<file path="src/hdl/spi_chan_pkg.sv">
// Shared constants and types for the multichannel serial port channel
package spi_chan_pkg;

  // Structure
  localparam int NUM_CHAN   = 8;
  localparam int CHAN_W     = 3;
  localparam int DATA_W     = 128;
  localparam int FIFO_DEPTH = 4;
  localparam int EDGE_W     = 10;

  // Frame length limits, in bits
  localparam logic [7:0] MIN_FRAME_LEN = 8'h02;
  localparam logic [7:0] MAX_FRAME_LEN = 8'h80;

  // Serial clock timing
  localparam longint CLK_HZ  = 100_000_000;
  localparam longint SCLK_HZ = 10_000_000;
  localparam int SCLK_HALF_CYCLES =
    int'((CLK_HZ + 2 * SCLK_HZ - 1) / (2 * SCLK_HZ));

  // Reset values
  localparam logic [7:0] CS_IDLE_LEVEL = 8'hFF;
  localparam logic [7:0] FLAGS_RESET   = 8'h00;

  typedef enum logic [1:0] {
    ST_IDLE  = 2'h0,
    ST_LOAD  = 2'h1,
    ST_SHIFT = 2'h3,
    ST_DONE  = 2'h2
  } eng_state_t;

  // Per channel setup
  typedef struct packed {
    logic              tx_enable;
    logic              rx_enable;
    logic              cpol;
    logic              cpha;
    logic              lsb_first;
    logic              parity_en;
    logic              consistency_en;
    logic              auto_stop;
    logic [CHAN_W-1:0] cs_index;
    logic [7:0]        frame_length;
    logic [7:0]        frame_count_setting;
  } chan_cfg_t;

  // Sticky error causes
  typedef struct packed {
    logic parity;
    logic consistency;
    logic overwrite;
    logic overread;
    logic overrun;
  } err_t;

endpackage

</file>
<file path="src/hdl/multichannel_serial_port_channel.sv">
// Transmit FIFO and the multichannel serial port engine

module tx_fifo #(
  parameter int WIDTH = 128,
  parameter int DEPTH = 4
) (
  // Clock and reset
  input  wire logic             clk_sys,
  input  wire logic             srst,
  // Filling side
  input  wire logic             in_valid,
  input  wire logic [WIDTH-1:0] in_data,
  output logic                  in_ready,
  // Draining side
  output logic                  out_valid,
  output logic      [WIDTH-1:0] out_data,
  input  wire logic             out_ready
);
  localparam int AW = $clog2(DEPTH);

  logic [WIDTH-1:0] mem [DEPTH];
  logic [AW-1:0]    wr_ptr;
  logic [AW-1:0]    rd_ptr;
  logic [AW-1:0]    next_wr_ptr;
  logic [AW-1:0]    next_rd_ptr;
  logic [AW:0]      count;
  logic [AW:0]      next_count;
  logic             push;
  logic             pop;

  always_comb begin
    push = in_valid & in_ready;
    pop  = out_valid & out_ready;
    next_wr_ptr = wr_ptr;
    next_rd_ptr = rd_ptr;
    if (push) begin
      next_wr_ptr = (wr_ptr == AW'(DEPTH - 1)) ? '0 : wr_ptr + 1'b1;
    end
    if (pop) begin
      next_rd_ptr = (rd_ptr == AW'(DEPTH - 1)) ? '0 : rd_ptr + 1'b1;
    end
    next_count = count + {{AW{1'b0}}, push} - {{AW{1'b0}}, pop};
  end

  always_ff @(posedge clk_sys) begin
    if (srst) begin
      wr_ptr    <= '0;
      rd_ptr    <= '0;
      count     <= '0;
      in_ready  <= 1'b1;
      out_valid <= 1'b0;
    end else begin
      wr_ptr    <= next_wr_ptr;
      rd_ptr    <= next_rd_ptr;
      count     <= next_count;
      in_ready  <= next_count != (AW+1)'(DEPTH);
      out_valid <= next_count != '0;
    end
  end

  always_ff @(posedge clk_sys) begin
    if (push) begin
      mem[wr_ptr] <= in_data;
    end
  end

  assign out_data = mem[rd_ptr];
endmodule

// Behaviour
// - Unit runs as serial clock master or as slave.
// - Eight chip select outputs, one chosen per channel.
// - Clock polarity and data phase taken from the transferring channel.
// - Each channel shifts MSB first or LSB first by its setting.
// - Eight transfer channels, each with independent setup.
// - Frame length from 2 to 128 bits in single steps.
// - Internal loopback feeds transmitted data to own receiver.
// - A setting forces all chip selects to idle.
// - Safe protocol variant only active in master operation.
// - Master may sample receive data one clock edge later.
// - Channel moves a programmed count of frames in sequence.
// - Writing transmit data starts the master channel's transfer.
// - Transmit interrupt requests next frame; software then writes it.
// - Receive interrupt after each frame; software reads receive data.
// - Frame-end interrupt after the final frame of the sequence.
// - Three separate pending flag registers for the three events.
// - With auto stop, last frame clears the channel enable.
module multichannel_serial_port_channel #(
  parameter int FIFO_DEPTH = spi_chan_pkg::FIFO_DEPTH,
  parameter int SCLK_HALF  = spi_chan_pkg::SCLK_HALF_CYCLES
) (
  // Clock and reset
  input  wire logic                                   clk_sys,
  input  wire logic                                   srst,
  // Unit setup
  input  wire logic                                   master_mode,
  input  wire logic                                   internal_loopback,
  input  wire logic                                   force_cs_idle,
  input  wire logic                                   late_sample,
  input  wire logic                                   safe_spi_req,
  output logic                                        safe_spi_active,
  // Channel setup and control
  input  spi_chan_pkg::chan_cfg_t [7:0]               chan_cfg,
  input  wire logic [7:0]                             chan_start,
  input  wire logic [7:0]                             chan_stop,
  output logic      [7:0]                             channel_active_bit,
  // Transmit data
  input  wire logic                                   tx_data_valid,
  input  wire logic [spi_chan_pkg::DATA_W-1:0]        tx_data_reg,
  output logic                                        tx_data_ready,
  // Receive data
  output logic      [spi_chan_pkg::DATA_W-1:0]        rx_data_reg,
  output logic      [spi_chan_pkg::CHAN_W-1:0]        rx_chan,
  output logic                                        rx_data_valid,
  input  wire logic                                   rx_data_read,
  // Event flags and pulses
  output logic      [7:0]                             tx_irq_flag_reg,
  output logic      [7:0]                             rx_irq_flag_reg,
  output logic      [7:0]                             frame_end_flag_reg,
  input  wire logic [7:0]                             tx_flag_clear,
  input  wire logic [7:0]                             rx_flag_clear,
  input  wire logic [7:0]                             frame_end_flag_clear,
  output logic                                        tx_request_irq,
  output logic                                        rx_done_irq,
  output logic                                        frame_end_irq,
  output logic                                        comm_error_irq,
  output spi_chan_pkg::err_t                          error_status,
  input  wire logic                                   error_clear,
  // Serial link
  output logic                                        sclk_out,
  output logic                                        sclk_oe,
  input  wire logic                                   sclk_in,
  output logic                                        serial_data_out,
  input  wire logic                                   serial_data_in,
  output logic      [7:0]                             cs_n_out,
  input  wire logic                                   cs_sel_in_n
);
  localparam int DW = spi_chan_pkg::DATA_W;
  localparam int EW = spi_chan_pkg::EDGE_W;

  function automatic logic [7:0] clamp_len(input logic [7:0] l);
    if (l < spi_chan_pkg::MIN_FRAME_LEN) return spi_chan_pkg::MIN_FRAME_LEN;
    if (l > spi_chan_pkg::MAX_FRAME_LEN) return spi_chan_pkg::MAX_FRAME_LEN;
    return l;
  endfunction

  function automatic logic [DW-1:0] len_mask(input logic [7:0] l);
    return {DW{1'b1}} >> (9'h080 - {1'b0, l});
  endfunction

  function automatic logic [2:0] lowest_set(input logic [7:0] v);
    logic [2:0] r;
    r = '0;
    for (int i = 7; i >= 0; i--) begin
      if (v[i]) r = 3'(i);
    end
    return r;
  endfunction

  // Bit position of serial index within the frame word
  function automatic logic [6:0] bit_pos(input logic [7:0] l,
                                         input logic [7:0] i,
                                         input logic lsb);
    logic [7:0] p;
    p = lsb ? i : 8'(l - 8'h01 - i);
    return p[6:0];
  endfunction

  // Synchronisers
  logic [1:0] sclk_sync;
  logic [1:0] sdi_sync;
  logic [1:0] cs_sync;
  logic       sclk_prev;

  spi_chan_pkg::eng_state_t state, next_state;
  logic [2:0]    cur, next_cur;
  logic [EW-1:0] edge_cnt, next_edge_cnt;
  logic [7:0]    div_cnt, next_div_cnt;
  logic          next_sclk, next_sdo, rx_par, next_rx_par;
  logic [DW-1:0] tx_sh, next_tx_sh, rx_sh, next_rx_sh;
  logic [DW-1:0] next_rx_data;
  logic [7:0]    frames_left [8];
  logic [7:0]    next_frames_left [8];
  logic [7:0]    next_active, next_cs_n;
  logic [7:0]    tx_set, rx_set, fe_set;
  logic          next_rx_valid;
  logic [2:0]    next_rx_chan;
  spi_chan_pkg::err_t err_ev, next_err;

  // Per cycle decode
  spi_chan_pkg::chan_cfg_t cfg;
  logic [2:0]    ch;
  logic [7:0]    len;
  logic [8:0]    nbits;
  logic [EW-1:0] total, j, idx;
  logic          late_eff, edge_ev, rbit, fifo_valid, fifo_pop;
  logic [DW-1:0] fifo_data, m;

  tx_fifo #(.WIDTH(DW), .DEPTH(FIFO_DEPTH)) u_tx_fifo (
    .clk_sys   (clk_sys),
    .srst      (srst),
    .in_valid  (tx_data_valid),
    .in_data   (tx_data_reg),
    .in_ready  (tx_data_ready),
    .out_valid (fifo_valid),
    .out_data  (fifo_data),
    .out_ready (fifo_pop)
  );

  always_comb begin
    cfg   = chan_cfg[cur];
    len   = clamp_len(cfg.frame_length);
    nbits = {1'b0, len} + {8'h00, cfg.parity_en};
    total = EW'({nbits, 1'b0});
    late_eff = master_mode & late_sample;
    m = len_mask(len);
    next_state = state;
    next_cur = cur;
    next_edge_cnt = edge_cnt;
    next_div_cnt = div_cnt;
    next_sclk = sclk_out;
    next_sdo = serial_data_out;
    next_tx_sh = tx_sh;
    next_rx_sh = rx_sh;
    next_rx_par = rx_par;
    next_frames_left = frames_left;
    next_cs_n = cs_n_out;
    next_rx_data = rx_data_reg;
    next_rx_chan = rx_chan;
    next_rx_valid = rx_data_valid;
    tx_set = '0;
    rx_set = '0;
    fe_set = '0;
    err_ev = '0;
    fifo_pop = 1'b0;
    edge_ev = 1'b0;
    j = '0;
    idx = '0;
    rbit = 1'b0;
    ch = lowest_set(channel_active_bit);
    next_active = (channel_active_bit | chan_start) & ~chan_stop;
    for (int i = 0; i < 8; i++) begin
      if (chan_start[i]) begin
        next_frames_left[i] = (chan_cfg[i].frame_count_setting == 8'h00) ?
          8'h01 : chan_cfg[i].frame_count_setting;
        tx_set[i] = chan_cfg[i].tx_enable;
      end
    end
    if (rx_data_read) begin
      if (rx_data_valid) next_rx_valid = 1'b0;
      else err_ev.overread = 1'b1;
    end
    err_ev.overwrite = tx_data_valid & ~tx_data_ready;
    case (state)
      spi_chan_pkg::ST_IDLE: begin
        if (|channel_active_bit && (master_mode || !cs_sync[1]) &&
            (!chan_cfg[ch].tx_enable || fifo_valid)) begin
          next_cur = ch;
          fifo_pop = chan_cfg[ch].tx_enable;
          next_tx_sh = chan_cfg[ch].tx_enable ? fifo_data : '0;
          if (chan_cfg[ch].tx_enable && frames_left[ch] > 8'h01) begin
            tx_set[ch] = 1'b1;
          end
          next_state = spi_chan_pkg::ST_LOAD;
        end
      end
      spi_chan_pkg::ST_LOAD: begin
        if (master_mode) begin
          next_cs_n[cfg.cs_index] = 1'b0;
        end
        next_sclk = cfg.cpol;
        if (!cfg.cpha && cfg.tx_enable) begin
          next_sdo = tx_sh[bit_pos(len, 8'h00, cfg.lsb_first)];
        end
        next_edge_cnt = '0;
        next_div_cnt = '0;
        next_rx_sh = '0;
        next_state = spi_chan_pkg::ST_SHIFT;
      end
      spi_chan_pkg::ST_SHIFT: begin
        if (master_mode) begin
          edge_ev = div_cnt == 8'(SCLK_HALF - 1);
          next_div_cnt = edge_ev ? 8'h00 : div_cnt + 8'h01;
        end else begin
          edge_ev = sclk_sync[1] != sclk_prev;
        end
        if (!master_mode && cs_sync[1]) begin
          next_state = spi_chan_pkg::ST_IDLE;
        end else if (edge_ev) begin
          if (master_mode && edge_cnt < total) begin
            next_sclk = ~sclk_out;
          end
          j = edge_cnt - EW'(late_eff);
          rbit = internal_loopback ? serial_data_out : sdi_sync[1];
          if (edge_cnt >= EW'(late_eff) && j < total &&
              j[0] == cfg.cpha && cfg.rx_enable) begin
            if (j[8:1] == len) next_rx_par = rbit;
            else next_rx_sh[bit_pos(len, j[8:1], cfg.lsb_first)] = rbit;
          end
          idx = (edge_cnt + EW'(1)) >> 1;
          if (edge_cnt[0] != cfg.cpha && idx < EW'(nbits) && cfg.tx_enable) begin
            if (idx[7:0] == len) next_sdo = ~^(tx_sh & m);
            else next_sdo = tx_sh[bit_pos(len, idx[7:0], cfg.lsb_first)];
          end
          if (edge_cnt == total - EW'(1) + EW'(late_eff)) begin
            next_state = spi_chan_pkg::ST_DONE;
          end else begin
            next_edge_cnt = edge_cnt + EW'(1);
          end
        end
      end
      spi_chan_pkg::ST_DONE: begin
        next_cs_n = spi_chan_pkg::CS_IDLE_LEVEL;
        next_frames_left[cur] = frames_left[cur] - 8'h01;
        if (cfg.rx_enable) begin
          err_ev.overrun = next_rx_valid;
          next_rx_data = rx_sh;
          next_rx_chan = cur;
          next_rx_valid = 1'b1;
          rx_set[cur] = 1'b1;
          err_ev.parity = cfg.parity_en & ~(^(rx_sh & m) ^ rx_par);
          err_ev.consistency = cfg.consistency_en & cfg.tx_enable &
                               ((rx_sh & m) != (tx_sh & m));
        end
        if (frames_left[cur] <= 8'h01) begin
          fe_set[cur] = 1'b1;
          if (cfg.auto_stop) begin
            next_active[cur] = 1'b0;
          end else begin
            next_frames_left[cur] = (cfg.frame_count_setting == 8'h00) ?
              8'h01 : cfg.frame_count_setting;
          end
        end
        next_state = spi_chan_pkg::ST_IDLE;
      end
      default: next_state = spi_chan_pkg::ST_IDLE;
    endcase
    if (force_cs_idle || !master_mode) begin
      next_cs_n = spi_chan_pkg::CS_IDLE_LEVEL;
    end
    next_err = (error_status & ~{5{error_clear}}) | err_ev;
  end

  always_ff @(posedge clk_sys) begin
    if (srst) begin
      sclk_sync <= '0;
      sdi_sync <= '0;
      cs_sync <= 2'h3;
      sclk_prev <= 1'b0;
      state <= spi_chan_pkg::ST_IDLE;
      cur <= '0;
      edge_cnt <= '0;
      div_cnt <= '0;
      sclk_out <= 1'b0;
      sclk_oe <= 1'b0;
      serial_data_out <= 1'b0;
      tx_sh <= '0;
      rx_sh <= '0;
      rx_par <= 1'b0;
      frames_left <= '{default: 8'h00};
      channel_active_bit <= 8'h00;
      cs_n_out <= spi_chan_pkg::CS_IDLE_LEVEL;
      rx_data_reg <= '0;
      rx_chan <= '0;
      rx_data_valid <= 1'b0;
      tx_irq_flag_reg <= spi_chan_pkg::FLAGS_RESET;
      rx_irq_flag_reg <= spi_chan_pkg::FLAGS_RESET;
      frame_end_flag_reg <= spi_chan_pkg::FLAGS_RESET;
      tx_request_irq <= 1'b0;
      rx_done_irq <= 1'b0;
      frame_end_irq <= 1'b0;
      comm_error_irq <= 1'b0;
      error_status <= '0;
      safe_spi_active <= 1'b0;
    end else begin
      sclk_sync <= {sclk_sync[0], sclk_in};
      sdi_sync <= {sdi_sync[0], serial_data_in};
      cs_sync <= {cs_sync[0], cs_sel_in_n};
      sclk_prev <= sclk_sync[1];
      state <= next_state;
      cur <= next_cur;
      edge_cnt <= next_edge_cnt;
      div_cnt <= next_div_cnt;
      sclk_out <= next_sclk;
      sclk_oe <= master_mode;
      serial_data_out <= next_sdo;
      tx_sh <= next_tx_sh;
      rx_sh <= next_rx_sh;
      rx_par <= next_rx_par;
      frames_left <= next_frames_left;
      channel_active_bit <= next_active;
      cs_n_out <= next_cs_n;
      rx_data_reg <= next_rx_data;
      rx_chan <= next_rx_chan;
      rx_data_valid <= next_rx_valid;
      // Hardware set wins over a same-cycle clear
      tx_irq_flag_reg <= (tx_irq_flag_reg & ~tx_flag_clear) | tx_set;
      rx_irq_flag_reg <= (rx_irq_flag_reg & ~rx_flag_clear) | rx_set;
      frame_end_flag_reg <= (frame_end_flag_reg & ~frame_end_flag_clear) |
                            fe_set;
      tx_request_irq <= |tx_set;
      rx_done_irq <= |rx_set;
      frame_end_irq <= |fe_set;
      comm_error_irq <= |err_ev;
      error_status <= next_err;
      safe_spi_active <= safe_spi_req & master_mode;
    end
  end

  // Sclk toggles seen in the current frame
  logic [EW-1:0] toggles;
  always_ff @(posedge clk_sys) begin
    if (srst || state == spi_chan_pkg::ST_LOAD) toggles <= '0;
    else if (sclk_out != next_sclk) toggles <= toggles + EW'(1);
  end
endmodule

</file>
<file path="config.mk">
export PLATFORM = sky130hd
export DESIGN_NAME = multichannel_serial_port_channel
export DESIGN_NICKNAME = d
export VERILOG_FILES = /design/src/hdl/spi_chan_pkg.sv /design/src/hdl/multichannel_serial_port_channel.sv
export SDC_FILE = /design/constraint.sdc
export NUM_CORES = 2
export LEC_CHECK = 0
export ABC_AREA = 1
export BUFFER_PORTS_ARGS = -buffer_cell sky130_fd_sc_hd__buf_2
export CORE_MARGIN = 1.5
export CORE_UTILIZATION = 60
export DETAILED_ROUTE_END_ITERATION = 8
export GPL_TIMING_DRIVEN = 1
export PLACE_DENSITY = 0.81
export SKIP_LAST_GASP = 1
export SLEW_MARGIN = 20
export SYNTH_ARGS = -nofsm -noshare
export SYNTH_HDL_FRONTEND = slang
export SYNTH_SLANG_ARGS = --single-unit
</file>
<file path="constraint.sdc">
create_clock -name clk_sys -period 19.5 [get_ports clk_sys]
set_clock_uncertainty 0.2 [all_clocks]
set_input_delay 1.95 -clock clk_sys [delete_from_list [all_inputs] [get_ports clk_sys]]
set_output_delay 1.95 -clock clk_sys [all_outputs]
set_load 0.05 [all_outputs]
</file>
==> results_dict.tcl <==
set metrics [dict create \
    holdWs_ps 184 \
    cts_htree_levels 3 \
    synth-xor-area-share 0.0159 \
    status "completed" \
    cp.required_ps 19940 \
    dr.pass1.iters 9 \
    r2r_cells 30 \
    pwr_density_cell_nw_per_um2 145 \
    synthAdderAreaFrac 0.0128 \
    ys_seq_elements 1059 \
    p_total_mw 9.34 \
    nNetsFinal 8640 \
    holdBufCountCts 0 \
    async_flop_share 0 \
    cp_max_fo 63 \
    cp_data_arrival_time_ps 9010 \
    syn_inst 7817 \
    track_usage 0.448 \
    ios 583 \
    regMostFlops "u_tx_fifo.mem" \
    ys_warn_count 0 \
    synth-compound-area-share 0.182 \
    port_buffers 582 \
    hp-class "flip-flop to flip-flop" \
    nFillCells 7884 \
    cpPeakStageDelay_ps 770 \
    synth_top_cells_by_area "edfxtp_1 (27%), dfxtp_1 (19%), nand2_1 (14%), o21ai_0 (7.4%), nor2_1 (5.5%)" \
    fp.dieW_um 312 \
    post_drt_wl_per_cell_um 23.7 \
    finalSetupViolCount 0 \
    path_clk_slew_ps 60 \
    rsz0062_at_grt "no" \
    cp_common_cell "nand2_1" \
    antenna_left 0 \
    cp-end-kind "flip-flop" \
    startpoint_type "primary input" \
    worst_pin_slew_ps 1150 \
    core-area_um2 94900 \
    worst_skew_pair.late_latency_ps 750 \
    antenna_found_initial 13 \
    rrSetupSlack_ps 11190 \
    wl_um 226000 \
    post_synth_num_cell_types 62 \
    vdd_drop_max_mv 0.198 \
    cellLeakagePower_nw 27.1 \
    fin_area_um2 64500 \
    largest_reg_flops 512 \
    finalSetupTns_ps 0 \
    post-route-min-period_ps 8560 \
    grt_pass1_wl_um 332000 \
    cts_made_buffers 105 \
    critPathKind "primary input to flip-flop" \
    drtIter0Drc 7930 \
    drive_gt1_frac 0.115 \
    grt_max_degree 128 \
    place_congestion 1.12 \
    vias_per_cell 6.21 \
    synthSimpleGateAreaFrac 0.252 \
    report.final.slew_viol_count 0 \
    avgSynthCellArea_um2 7.33 \
    die_area_um2 97400 \
    yosysMostFrequentCell "nand2_1" \
    post_cts_buffers 0 \
    drc 0 \
    muxShareOfSynthArea 0.000175 \
    cts_resized 0 \
    cts_max_path_buffers 3 \
    synth_top_family_by_area "simple AND/OR/NAND/NOR gates" \
    dieHeight_um 312 \
    grt_pass1_vias 54200 \
    start_util 0.604 \
    cts.sinks 1059 \
    synth_top_area_frac 0.268 \
    synth_area_leader_cell "edfxtp_1" \
    ys.flop_type "dfxtp_1" \
    grt-ovfl-total 0 \
    synth_enable_flop_cells 512 \
    cts_tree "done" \
    row_count 113 \
    critPathSlowestCell "buf_4" \
    ys_top_cells_by_count "nand2_1 (2,167), o21ai_0 (844), nor2_1 (839), inv_1 (697), a21oi_1 (552)" \
    finalHoldViolCount 0 \
    placed_area_um2 60900 \
    vias 59300 \
    finalCritPeriodShare 0.439 \
    fmax_mhz 117 \
    relSlewSlack 0.232 \
    cap_violations 0 \
    syn_area_um2 57300 \
    hpwl_um 160000 \
    hold_depth 2 \
    cts-root-buf "clkbuf_16" \
    area_delta_synth_final_pct 12.5 \
    synth-seq-area-share 0.459 \
]
==> through the flow <==
step	setup WS, ps	std cells	utilization
after floorplan	11220	7819	-
after global placement	10610	9344	0.642
after detailed placement	10520	9344	0.642
after CTS	11250	9542	0.679
after global routing	10460	9550	0.680
final	10940	9551	0.680
==> worst paths after layout <==
kind | startpoint | endpoint
min | sdi_sync[0]$_SDFF_PP0_ | sdi_sync[1]$_SDFF_PP0_
min reg2reg | sdi_sync[0]$_SDFF_PP0_ | sdi_sync[1]$_SDFF_PP0_
max | chan_cfg[148] | rx_sh[99]$_SDFFE_PP0P_
max reg2reg | cur[0]$_SDFFE_PP0P_ | rx_sh[99]$_SDFFE_PP0P_
==> power by group <==
| part | switching (mW) | total, mW | internal (mW) |
|---|---|---|---|
| registers | 0.162 | 2.73 | 2.57 |
| logic | 3.49 | 4.51 | 1.02 |
| clock network | 0.927 | 2.10 | 1.17 |
| total | 4.58 | 9.34 | 4.76 |
==> cell usage in the layout (no fill, tap or decap), types with 19 or more instances in the layout <==
cell type and instances:
a21oi_1 551, a221oi_1 37, buf_2 581, buf_4 65, clkbuf_16 107, clkinv_1 40
clkinv_2 19, dfxtp_1 545, edfxtp_1 512, ha_1 54, inv_1 696, inv_2 46
nand2_1 2158, nand2_2 21, nand3_1 335, nand4_1 90, nor2_1 830, nor3_1 28
nor4_1 43, o2111ai_1 35, o211ai_1 49, o21ai_0 841, o21ai_1 22, o221ai_1 46
o22ai_1 189, xnor2_1 38, xor2_1 66
==> metal layers <==
metal | share of wire | vias to the layer above | track usage
li1 | - | 27000 | -
met1 | 0.36 | 27500 | 0.554
met2 | 0.44 | 3986 | 0.696
met3 | 0.13 | 878 | 0.111
met4 | 0.078 | 6 | 0.304
met5 | 0.00015 | - | 0
==> cell families after synthesis <==
group | count (synthesis)
flops | 1059
simple gates | 3570
other cells | 1
buf+inv | 1160
mux | 1
xor+xnor | 104
compound gates | 1865
fa+ha+maj | 57
==> critical path: cells and delay by family <==
| family | cells | cell delay, ps |
|---|---|---|
| fa+ha+maj | 3 | 780 |
| buf+inv | 5 | 2130 |
| compound gates | 5 | 740 |
| xor+xnor | 1 | 500 |
| simple gates | 16 | 2790 |
==> layout make-up <==
cell class / instances / area [um2] / area share
multi-input combinational: 5600 / 26600 / 0.413
sequential: 1059 / 26300 / 0.408
timing repair buffer: 648 / 3420 / 0.0531
clock buffer: 136 / 2920 / 0.0452
inverter: 772 / 2920 / 0.0452
tap: 1265 / 1580 / 0.0245
clock inverter: 62 / 666 / 0.0103
antenna: 9 / 22.5 / 0.000349
(Power assumes the default switching activity.)
